==> src/cbap_pkg.sv <==
// Constants and carrier types for the host bus access port.
// Assumes the port logic runs on the master clock named in the timing figures.
package cbap_pkg;

  // Completion latency window, in master clock cycles after the access starts
  localparam int MIN_ACK_CYC = 6;
  localparam int MAX_ACK_CYC = 60;
  localparam int CNT_W = 6;

  // Bus widths: word address A[15:1] and a 16-bit data bus
  localparam int ADDR_W = 15;
  localparam int DATA_W = 16;

  // Strobe style selection
  localparam logic MODE_SEPARATE = 1'h0;
  localparam logic MODE_DATA_STROBE = 1'h1;

  // Address space selection carried by the memory select bit
  localparam logic SPACE_REGISTERS = 1'h0;
  localparam logic SPACE_MEMORY = 1'h1;

  // Idle levels of the handshake outputs
  localparam logic READY_IDLE = 1'h0;
  localparam logic DACK_N_IDLE = 1'h1;

  // Request issued to the internal register file or memory controller
  typedef struct packed {
    logic write;
    logic mem;
    logic [ADDR_W-1:0] addr;
    logic [DATA_W-1:0] wdata;
  } cbap_req_t;

  // Answer from the internal side
  typedef struct packed {
    logic done;
    logic [DATA_W-1:0] rdata;
  } cbap_rsp_t;

endpackage

==> src/cbap_ack_timer.sv <==
// Latency counter for one host access and the decision when to complete it.
// Assumes start is a one-cycle pulse at the edge where the access is taken.
`timescale 1ns/10ps
module cbap_ack_timer #(
  parameter int MIN_CYC = cbap_pkg::MIN_ACK_CYC,
  parameter int MAX_CYC = cbap_pkg::MAX_ACK_CYC,
  parameter int CNT_W = cbap_pkg::CNT_W
) (
  input wire logic clock, // Master clock
  input wire logic sys_rst, // Asynchronous reset, active high
  input wire logic start, // Access taken this cycle
  input wire logic armed, // Waiting for completion
  input wire logic is_read, // Read needs one extra cycle for data setup
  input wire logic done, // Internal answer present
  output logic [CNT_W-1:0] count, // Cycles since the access started
  output logic fire // Leave the wait state now
);

  // Thresholds: a read leaves one cycle earlier to put data out before the ack
  localparam logic [CNT_W-1:0] WR_LO = CNT_W'(MIN_CYC - 1);
  localparam logic [CNT_W-1:0] RD_LO = CNT_W'(MIN_CYC - 2);
  localparam logic [CNT_W-1:0] WR_HI = CNT_W'(MAX_CYC - 1);
  localparam logic [CNT_W-1:0] RD_HI = CNT_W'(MAX_CYC - 2);
  localparam logic [CNT_W-1:0] CNT_TOP = CNT_W'(MAX_CYC);

  logic [CNT_W-1:0] cnt_q;
  logic [CNT_W-1:0] lo_w;
  logic [CNT_W-1:0] hi_w;

  // Counter restarts on every access and saturates so it never wraps
  always_ff @(posedge clock or posedge sys_rst)
  begin
    if (sys_rst)
    begin
      cnt_q <= '0;
    end
    else if (start)
    begin
      cnt_q <= '0;
    end
    else if (cnt_q != CNT_TOP)
    begin
      cnt_q <= cnt_q + CNT_W'(1);
    end
  end

  // Early answers wait for the floor; late answers are forced at the ceiling
  assign lo_w = is_read ? RD_LO : WR_LO;
  assign hi_w = is_read ? RD_HI : WR_HI;
  assign fire = armed && ((done && (cnt_q >= lo_w)) || (cnt_q >= hi_w));
  assign count = cnt_q;

endmodule // cbap_ack_timer

==> src/cbap_port.sv <==
// Host processor access port: strobe handshake in two styles, request to the
// internal register file or external memory, and completion timing.
// Assumes host pins are synchronous to clock; pad logic resolves the enables.
// Contract
// Separate strobes: access runs while chip select and read or write strobe are low.
// Data strobe: access runs while chip select and data strobe low; direction picks.
// Host keeps address and memory select stable through the whole access.
// Host keeps the direction line stable through a data strobe access.
// Separate strobes: ready driven not-ready within one cycle of access start.
// Completion signalled no sooner than 6, no later than 60 cycles after start.
// Separate-strobe read: data valid one cycle before ready rises.
// Data-strobe read: data valid one cycle before acknowledge falls.
// After a read ends, data held one cycle then bus released.
// Host holds a separate-strobe write active until ready is seen.
// Host drives write data by strobe start and holds it to the end.
// Data strobe: acknowledge driven high within two cycles of access start.
// Data-strobe end: acknowledge driven high, then released.
// Memory select steers each word access to registers or external memory.
// A configuration input picks the strobe style; only its signals count.
`timescale 1ns/10ps
module cbap_port #(
  parameter int MIN_CYC = cbap_pkg::MIN_ACK_CYC,
  parameter int MAX_CYC = cbap_pkg::MAX_ACK_CYC
) (
  input wire logic clock, // Master clock, 20 MHz
  input wire logic sys_rst, // Asynchronous reset, active high
  input wire logic strobe_mode, // 0 separate strobes, 1 data strobe
  input wire logic chip_select_n, // Chip select
  input wire logic read_strobe_n, // Read strobe, separate style
  input wire logic write_strobe_n, // Write strobe, separate style
  input wire logic data_strobe_n, // Data strobe, data strobe style
  input wire logic read_not_write, // Direction, data strobe style
  input wire logic [cbap_pkg::ADDR_W-1:0] addr, // Word address
  input wire logic memory_space_select, // 1 external memory, 0 registers
  input wire logic [cbap_pkg::DATA_W-1:0] data_in, // Data bus input
  output logic [cbap_pkg::DATA_W-1:0] data_out, // Data bus output
  output logic data_oe, // Data bus drive enable
  output logic ready, // Ready level, separate style
  output logic ready_oe, // Ready drive enable
  output logic data_acknowledge_n, // Acknowledge level, data strobe style
  output logic data_acknowledge_n_oe, // Acknowledge drive enable
  output logic reg_req_valid, // Request pulse to the register file
  output logic mem_req_valid, // Request pulse to the memory controller
  output cbap_pkg::cbap_req_t req, // Request contents
  input cbap_pkg::cbap_rsp_t rsp // Internal answer
);

  typedef enum logic [2:0] {IDLE_S, WAIT_S, DATA_S, ACK_S, END_S} cbap_state_t;

  cbap_state_t state_q;
  cbap_state_t state_d;
  logic mode_q;
  logic rd_q;
  logic done_q;
  logic [cbap_pkg::DATA_W-1:0] rdata_q;
  logic mode_w;
  logic active_w;
  logic start_w;
  logic fire_w;
  logic done_w;
  logic [cbap_pkg::CNT_W-1:0] count_w;
  logic enter_ack_w;
  logic enter_end_w;

  // Style is sampled at the start so a config change cannot tear an access
  assign mode_w = (state_q == IDLE_S) ? strobe_mode : mode_q;
  assign active_w = !chip_select_n && ((mode_w == cbap_pkg::MODE_DATA_STROBE) ?
                    !data_strobe_n : (!read_strobe_n || !write_strobe_n));
  assign start_w = (state_q == IDLE_S) && active_w;
  assign done_w = done_q || rsp.done;
  assign enter_ack_w = (state_d == ACK_S) && (state_q != ACK_S);
  assign enter_end_w = (state_d == END_S) && (state_q != END_S);

  cbap_ack_timer #(
    .MIN_CYC(MIN_CYC),
    .MAX_CYC(MAX_CYC),
    .CNT_W(cbap_pkg::CNT_W)
  ) u_timer (
    .clock(clock),
    .sys_rst(sys_rst),
    .start(start_w),
    .armed(state_q == WAIT_S),
    .is_read(rd_q),
    .done(done_w),
    .count(count_w),
    .fire(fire_w)
  );

  // Access sequencing; a strobe released early aborts from any busy state
  always_comb
  begin
    state_d = state_q;
    case (state_q)
      IDLE_S: if (active_w) state_d = WAIT_S;
      WAIT_S:
      begin
        if (!active_w) state_d = END_S;
        else if (fire_w) state_d = rd_q ? DATA_S : ACK_S;
      end
      DATA_S: state_d = active_w ? ACK_S : END_S;
      ACK_S: if (!active_w) state_d = END_S;
      END_S: state_d = IDLE_S;
      default: state_d = IDLE_S;
    endcase
  end

  always_ff @(posedge clock or posedge sys_rst)
  begin
    if (sys_rst) state_q <= IDLE_S;
    else state_q <= state_d;
  end

  // Access attributes and request, captured on the start edge
  always_ff @(posedge clock or posedge sys_rst)
  begin
    if (sys_rst)
    begin
      mode_q <= cbap_pkg::MODE_SEPARATE;
      rd_q <= 1'h0;
      req <= '0;
      reg_req_valid <= 1'h0;
      mem_req_valid <= 1'h0;
    end
    else
    begin
      reg_req_valid <= 1'h0;
      mem_req_valid <= 1'h0;
      if (start_w)
      begin
        mode_q <= strobe_mode;
        rd_q <= (strobe_mode == cbap_pkg::MODE_DATA_STROBE) ? read_not_write : !read_strobe_n;
        req.write <= (strobe_mode == cbap_pkg::MODE_DATA_STROBE) ? !read_not_write
                     : read_strobe_n;
        req.mem <= memory_space_select;
        req.addr <= addr;
        req.wdata <= data_in;
        reg_req_valid <= (memory_space_select == cbap_pkg::SPACE_REGISTERS);
        mem_req_valid <= (memory_space_select == cbap_pkg::SPACE_MEMORY);
      end
    end
  end

  // Answer latch; an answer arriving on the clearing edge is not taken
  // because the request goes out only after start
  always_ff @(posedge clock or posedge sys_rst)
  begin
    if (sys_rst)
    begin
      done_q <= 1'h0;
      rdata_q <= '0;
    end
    else if (rsp.done && state_q != IDLE_S)
    begin
      done_q <= 1'h1;
      rdata_q <= rsp.rdata;
    end
    else if (start_w)
    begin
      done_q <= 1'h0;
    end
  end

  // Read data goes out one cycle ahead of the completion signal
  always_ff @(posedge clock or posedge sys_rst)
  begin
    if (sys_rst)
    begin
      data_out <= '0;
      data_oe <= 1'h0;
    end
    else if (state_d == DATA_S && state_q != DATA_S)
    begin
      data_out <= rsp.done ? rsp.rdata : rdata_q;
      data_oe <= 1'h1;
    end
    else if (state_q == END_S)
    begin
      data_oe <= 1'h0;
    end
  end

  // Ready pin, separate style: pulled not-ready at start, raised to complete
  always_ff @(posedge clock or posedge sys_rst)
  begin
    if (sys_rst)
    begin
      ready <= cbap_pkg::READY_IDLE;
      ready_oe <= 1'h0;
    end
    else if (start_w && strobe_mode == cbap_pkg::MODE_SEPARATE)
    begin
      ready <= 1'h0;
      ready_oe <= 1'h1;
    end
    else if (enter_ack_w && mode_q == cbap_pkg::MODE_SEPARATE)
    begin
      ready <= 1'h1;
    end
    else if (enter_end_w)
    begin
      ready <= cbap_pkg::READY_IDLE;
      ready_oe <= 1'h0;
    end
  end

  // Acknowledge pin: driven high early so a floating line is never read as
  // an ack, driven high again at the end before release
  always_ff @(posedge clock or posedge sys_rst)
  begin
    if (sys_rst)
    begin
      data_acknowledge_n <= cbap_pkg::DACK_N_IDLE;
      data_acknowledge_n_oe <= 1'h0;
    end
    else if (start_w && strobe_mode == cbap_pkg::MODE_DATA_STROBE)
    begin
      data_acknowledge_n <= 1'h1;
      data_acknowledge_n_oe <= 1'h1;
    end
    else if (enter_ack_w && mode_q == cbap_pkg::MODE_DATA_STROBE)
    begin
      data_acknowledge_n <= 1'h0;
    end
    else if (enter_end_w)
    begin
      data_acknowledge_n <= 1'h1;
    end
    else if (state_q == END_S)
    begin
      data_acknowledge_n_oe <= 1'h0;
    end
  end

  // Checks on the handshake
  localparam logic [cbap_pkg::CNT_W-1:0] CEIL_CNT = MAX_CYC[cbap_pkg::CNT_W-1:0];
  logic ack_any_w;
  assign ack_any_w = (ready && ready_oe) || (!data_acknowledge_n && data_acknowledge_n_oe);

  AST_NOT_READY_FAST: assert property (@(posedge clock) disable iff (sys_rst)
    start_w && strobe_mode == cbap_pkg::MODE_SEPARATE |=> ready_oe && !ready)
    else $error("ready not pulled low after access start");
  AST_ACK_NOT_EARLY: assert property (@(posedge clock) disable iff (sys_rst)
    start_w |=> !ack_any_w [*6])
    else $error("completion signalled too early");
  AST_ACK_NOT_LATE: assert property (@(posedge clock) disable iff (sys_rst)
    (state_q == WAIT_S || state_q == DATA_S) |-> count_w < CEIL_CNT)
    else $error("completion later than ceiling");
  AST_READ_DATA_SETUP: assert property (@(posedge clock) disable iff (sys_rst)
    $rose(ack_any_w) && rd_q |-> data_oe && $past(data_oe))
    else $error("read data not valid a cycle before completion");
  AST_DACK_HIGH_EARLY: assert property (@(posedge clock) disable iff (sys_rst)
    start_w && strobe_mode == cbap_pkg::MODE_DATA_STROBE |=>
      data_acknowledge_n_oe && data_acknowledge_n)
    else $error("acknowledge not driven high after start");
  AST_DACK_END_RELEASE: assert property (@(posedge clock) disable iff (sys_rst)
    state_q == ACK_S && !active_w && mode_q == cbap_pkg::MODE_DATA_STROBE |=>
      data_acknowledge_n_oe && data_acknowledge_n ##1 !data_acknowledge_n_oe)
    else $error("acknowledge not driven high then released");
  AST_DATA_RELEASE: assert property (@(posedge clock) disable iff (sys_rst)
    state_q == ACK_S && !active_w && rd_q |=> data_oe ##1 !data_oe)
    else $error("read data not held then released");
  AST_ONE_REQUEST: assert property (@(posedge clock) disable iff (sys_rst)
    start_w |=> (reg_req_valid != mem_req_valid) && req.mem == $past(memory_space_select)
      ##1 !reg_req_valid && !mem_req_valid)
    else $error("request not a single steered pulse");
  AST_STYLE_ONLY: assert property (@(posedge clock) disable iff (sys_rst)
    state_q != IDLE_S && mode_q == cbap_pkg::MODE_SEPARATE |-> !data_acknowledge_n_oe)
    else $error("acknowledge driven in separate strobe style");

endmodule // cbap_port

==> config.mk <==
export PLATFORM = sky130hd
export DESIGN_NAME = cbap_port
export DESIGN_NICKNAME = d
export VERILOG_FILES = /design/src/cbap_pkg.sv /design/src/cbap_ack_timer.sv /design/src/cbap_port.sv
export SDC_FILE = /design/constraint.sdc
export NUM_CORES = 1
export LEC_CHECK = 0
export BUFFER_PORTS_ARGS = -buffer_cell sky130_fd_sc_hd__clkbuf_2
export CAP_MARGIN = 40
export CORE_MARGIN = 1
export CORE_UTILIZATION = 32
export DETAILED_ROUTE_END_ITERATION = 10
export MAX_ROUTING_LAYER = met4
export PLACE_DENSITY = 0.62
export SETUP_SLACK_MARGIN = 0.02
export SYNTH_ARGS = -nofsm -noshare
export SYNTH_HDL_FRONTEND = slang
export SYNTH_HIERARCHICAL = 1
export SYNTH_SLANG_ARGS = --single-unit
==> constraint.sdc <==
create_clock -name clock -period 5.19 [get_ports clock]
set_input_delay 1.038 -clock clock [delete_from_list [all_inputs] [get_ports clock]]
set_output_delay 1.038 -clock clock [all_outputs]
set_load 0.02 [all_outputs]
# After elaboration in Yosys (flattened, before gate mapping)
# Cells that the tools add are included.
word_totals:
  word_cells: 102
  rom_bits: 0
  mem_bits_rw: 0
  latch_bits: 0
  in_bits: 57
  output_inout_bits: 56
  n_memories: 0
  reg_bits: 84
classes:
  bitwise_logic: 3
  eq_ne: 14
  shift: 0
  n_reduce_logical: 31
  multipliers: 0
  n_lt_le_gt_ge: 2
  mux: 33
  n_addsub: 1
  div: 0
ops:
  columns: ["operator", "n"]
  rows:
  - ["$mux W1", 24]
  - ["$mux W16", 1]
  - ["$mux W3", 5]
  - ["$eq A3 B2 Y1 const B", 4]
  - ["$ge A6 B6 Y1", 2]
  - ["$logic_and A1 B1 Y1", 12]
  - ["$mux W6", 2]
  - ["$pmux W3 S4", 1]
  - ["$reduce_bool A2 Y1", 5]
  - ["$reduce_bool A3 Y1", 3]
  - ["$add A6 B1 Y6 const B", 1]
  - ["$eq A3 B3 Y1 const B", 2]
  - ["$ne A3 B2 Y1 const B", 2]
  - ["$ne A6 B6 Y1 const B", 1]
  - ["$logic_not A1 Y1", 5]
  - ["$ne A2 B2 Y1 const B", 2]
  - ["$eq A3 B1 Y1 const B", 1]
  - ["$logic_not A3 Y1", 1]
  - ["$logic_or A1 B1 Y1", 3]
  - ["$ne A3 B3 Y1 const B", 1]
  - ["$not A1 Y1", 3]
  - ["$reduce_and A3 Y1", 1]
  - ["$ne A2 B1 Y1 const B", 1]
  - ["$reduce_and A2 Y1", 1]

# Depth between registers and ports, before layout
logic_depth:
  ltp_word: 13
  mapped_depth: 9
  mapped_depth_nobuf: 9

# Cells and area by module
# The synthesis kept the hierarchy.
modules_own_cells:
  columns: ["module", "seq_area_each_um2", "area_each_um2", "cells_per_inst", "n_inst"]
  rows:
  - ["cbap_port", 1953.1, 3303.2, 285, 1]
  - ["cbap_ack_timer", 150.1, 431.7, 50, 1]

# Worst setup path after synthesis
# Ideal clock, no wire load.
synth_path:
  path_type: "input -> register"
  from: "in rsp[16] in the netlist's numbering"
  to: "reg data_out[0] in the netlist's numbering"
  required_time_ns: 5.065
  stages: 9
  setup_time_ns: 0.125
  t_arrival_ns: 3.058
  slack_ns: 2.007
  path_buffers: 3
  cell_sequence: "clkbuf_1 -> clkbuf_1 -> or2_2 -> o221ai_1 -> a31oi_1 -> nand3_1 -> a21oi_4 -> buf_12 -> mux2_4"
synth_via:
  elab_chain_len: 9
  elab_cells_between_ends: 10
  classes_between: "1 x eq/ne; 4 x mux; 5 x reduce/logical"
synth_rtl:
  columns: ["element", "line", "rtl"]
  rows:
  - ["start, declared", "cbap_port.sv:45", "input cbap_pkg::cbap_rsp_t rsp"]
  - ["$logic_or A1 B1 Y1", "cbap_port.sv:70", "assign done_w = done_q || rsp.done;"]
  - ["net done_w", "cbap_port.sv:60", "logic done_w;"]
  - ["$logic_and A1 B1 Y1", "cbap_ack_timer.sv:50", "assign fire = armed && ((done && (cnt_q >= lo_w)) || (cnt_q >= hi_w));"]
  - ["$logic_or A1 B1 Y1", "cbap_ack_timer.sv:50", null]
  - ["$logic_and A1 B1 Y1", "cbap_ack_timer.sv:50", null]
  - ["net fire_w", "cbap_port.sv:59", "logic fire_w;"]
  - ["$mux W3", "cbap_port.sv:98", "else if (fire_w) state_d = rd_q ? DATA_S : ACK_S;"]
  - ["$mux W3", "cbap_port.sv:97", "if (!active_w) state_d = END_S;"]
  - ["$pmux W3 S4", "cbap_port.sv:93", "case (state_q)"]
  - ["$eq A3 B2 Y1", "cbap_port.sv:171", "else if (state_d == DATA_S && state_q != DATA_S)"]
  - ["$logic_and A1 B1 Y1", "cbap_port.sv:171", null]
  - ["end signal, assigned", "cbap_port.sv:173", "data_out <= rsp.done ? rsp.rdata : rdata_q;"]
  - ["end, declared", "cbap_port.sv:36", "output logic [cbap_pkg::DATA_W-1:0] data_out,"]
# The timed path passes the listed nets, and every way through them passes these cells.
# A chain may end at the register's enable or synchronous reset.

# Worst setup path in the final report
layout_path:
  from: "in rsp[16] in the netlist's numbering"
  to: "reg data_out[12] in the netlist's numbering"
# The elaborated chain is that of the path after synthesis.

==> run metrics <==
layer with the highest usage=met2; Syn Std Cell Area=around 3700 sq um; total of max-cap violations=0; Detailed Place HPWL=~5800 um; Post-CTS Setup Inserts=0; critical path class=primary input to flip-flop; Placer Congestion=between 0.8 and 0.9; Worst Path Arrival=3.25 ns; Iteration-0 DRC Markers=167; number of synthesized register bits=84; die height=110 um; top_reg_cell synth=dfrtp_1; clock sink total=84; Vias=2,789; area share of the largest cell type after synthesis=0.556; CTS Buf Count=9; drc violations=0; Avg WL per Cell=13.6 um; number of core rows=39; RSZ-0062 raised after global routing=false; synth-to-layout area growth=26.9%; initial core utilization=0.327; most area-hungry cell type in the Yosys netlist=dfrtp_1; Clock Tree Buf Depth=2; fin crit share=0.587; Worst Hold Slack=~0.47 ns; vias in the first global route=between 2,000 and 3,000; layout cells sized above 1=0.420; r2r startpoint=u_timer/count[3]$_DFFE_PP0P_; Final setup viols=0; CP endpoint kind=flip-flop; CTS H-tree lvls=3; Hold Vio Cnt, Final=0; Mapped Cells=between 300 and 400; final max-slew violation count=0; # nets final=approximately 510; Worst Max-Slew Pin Slew=0.738 ns; leakage power figure=2.49 nW; post-CTS sizing=0; global-route wire length before repair=13,000 um; routing usage on met1=0.175; GR Util All Layers=0.145; CP required=about 5.4 ns; Routed WL=a little over 8000 um; total grt overflow=0; Via density=roughly 4.7; CP Launch Point=rsp[16]; yosys warns=6; sequential fraction of the synthesis area=0.563; die width=between 100 and 150 um; antenna violations before repair=0; M3 GR Usage=0.0388; Root Driver=clkbuf_16; Clock transition at path regs=roughly 0.06 ns; count of cell types in the netlist=45; CP Launch Type=primary input; worst skew pair latency=0.32 ns; Placeable Area=roughly 11,000 sq um; Worst VDD drop=roughly 0.22 mV; hold buffer count at cts=0; Sum Neg Setup Slack=0 ns; main area contributors after synthesis=dfrtp_1, mux2_2, nand2_1; Final ANT Viol Nets=0; Total Die Area=between 10,000 and 15,000 sq um; I/O Buffers=~110; status=completed; crit path time final=3.05 ns; Synth Area per Inst=~11 sq um; largest net degree at the start of global routing=52; Hold Crit Start=done_q$_DFFE_PP0P_; Post-synth ARST share=1.00; most frequent cells in the layout=clkbuf_2, nand2_1, dfrtp_1; ANT cells=0; TritonCTS clock tree=done; Clock Skew=~0.0054 ns; DRT Pass-1 Iters=4; Post-synth EDFFs=0; Crit Path Max Fanout=18; Post-Synthesis Net Count=~400; relative slew slack=0.507; met2 Use GR=0.228; most common cell after layout, fill and taps aside=clkbuf_2; num ports=~110; Min-Delay Path Class=flip-flop to flip-flop; FMAX=between 300 and 400 MHz; Power Dens Cells=around 600 nW/um^2
stage by stage:
step	instance area (sq um)	setup slack, ns	std cells	util	total power, mW
4_1_cts	4740	2.11	593	0.415	2.83
3_3_place_gp	4390	0.974	576	0.385	2.12
5_1_grt	4740	1.97	593	0.415	3.00
3_5_place_dp	4450	1.77	578	0.389	2.19
6_report	4740	2.14	593	0.415	2.79
2_1_floorplan	3730	2.01	335	-	1.83
synth_stat cells (2+ instances only):
cell type and number:
a211oi_1 2, clkbuf_1 5, dfrtp_1 83, nand3b_1 2, mux2_2 40, and2_1 2, nor3_1 3, nand3_1 3
nor2_1 8, inv_1 11, nand2_1 107, mux2_4 10, a21oi_1 5, ha_1 3, o21ai_0 4, buf_2 7
a31oi_1 4, a21o_1 3, nor2b_1 5, and3_1 2, and3b_1 2
final cells by class:
type / instances / area (sq um)
Clock buffer: 11 / 243
Clock inverter: 4 / 50.0
Fill cell: 1132 / 6680
Inverter: 12 / 46.3
Multi-Input combinational cell: 224 / 1490
Sequential cell: 84 / 2100
Tap cell: 143 / 179
Timing Repair Buffer: 115 / 623
sequential cells by signal (all words and copies together), names as in the netlist, 3 cells and up:
name / flops
rdata_q: 16
state_q: 3
req: 33
u_timer/count: 6
data_out: 16
critical path: stages:
cell	delay [ns]
clkbuf_2	0.41
or2_2	0.23
o221ai_1	0.12
a31oi_1	0.24
nand3_1	0.19
a21oi_4	0.61
mux2_2	0.41
routing by layer:
layer | part of all wire | vias to the layer above
met1 | 0.44 | 1370
met4 | 0.019 | 0
met5 | 0 | -
met3 | 0.042 | 9
met2 | 0.50 | 68
li1 | - | 1342
logic make-up after synthesis:
| kind of cell | share of synthesized area |
|---|---|
| AO/OA/AOI/OAI | 0.0583 |
| adder cells (fa/ha/maj) | 0.0101 |
| buffers and inverters | 0.0369 |
| flip-flops | 0.563 |
| multiplexers | 0.163 |
| AND/OR/NAND/NOR | 0.168 |
power by group:
group | switching (mW) | internal, mW | leakage, nW
Combinational | 0.602 | 0.445 | 1.29
Clock | 0.242 | 0.382 | 0.138
Sequential | 0.184 | 0.935 | 1.06
final timing paths:
path	endpoint	slack [ns]	cells after the start
worst max-delay path	data_out[12]$_DFFE_PP0P_	2.14	7
worst min-delay path	done_q$_DFFE_PP0P_	0.47	2
worst max register to register	data_out[12]$_DFFE_PP0P_	2.66	6
worst min register to register	done_q$_DFFE_PP0P_	0.47	2
max in group asynchronous	rd_q$_DFFE_PP0P_	3.47	3
min in group asynchronous	u_timer/count[5]$_DFFE_PP0P_	0.63	2
No activity file was read; power rests on OpenSTA's default activity.
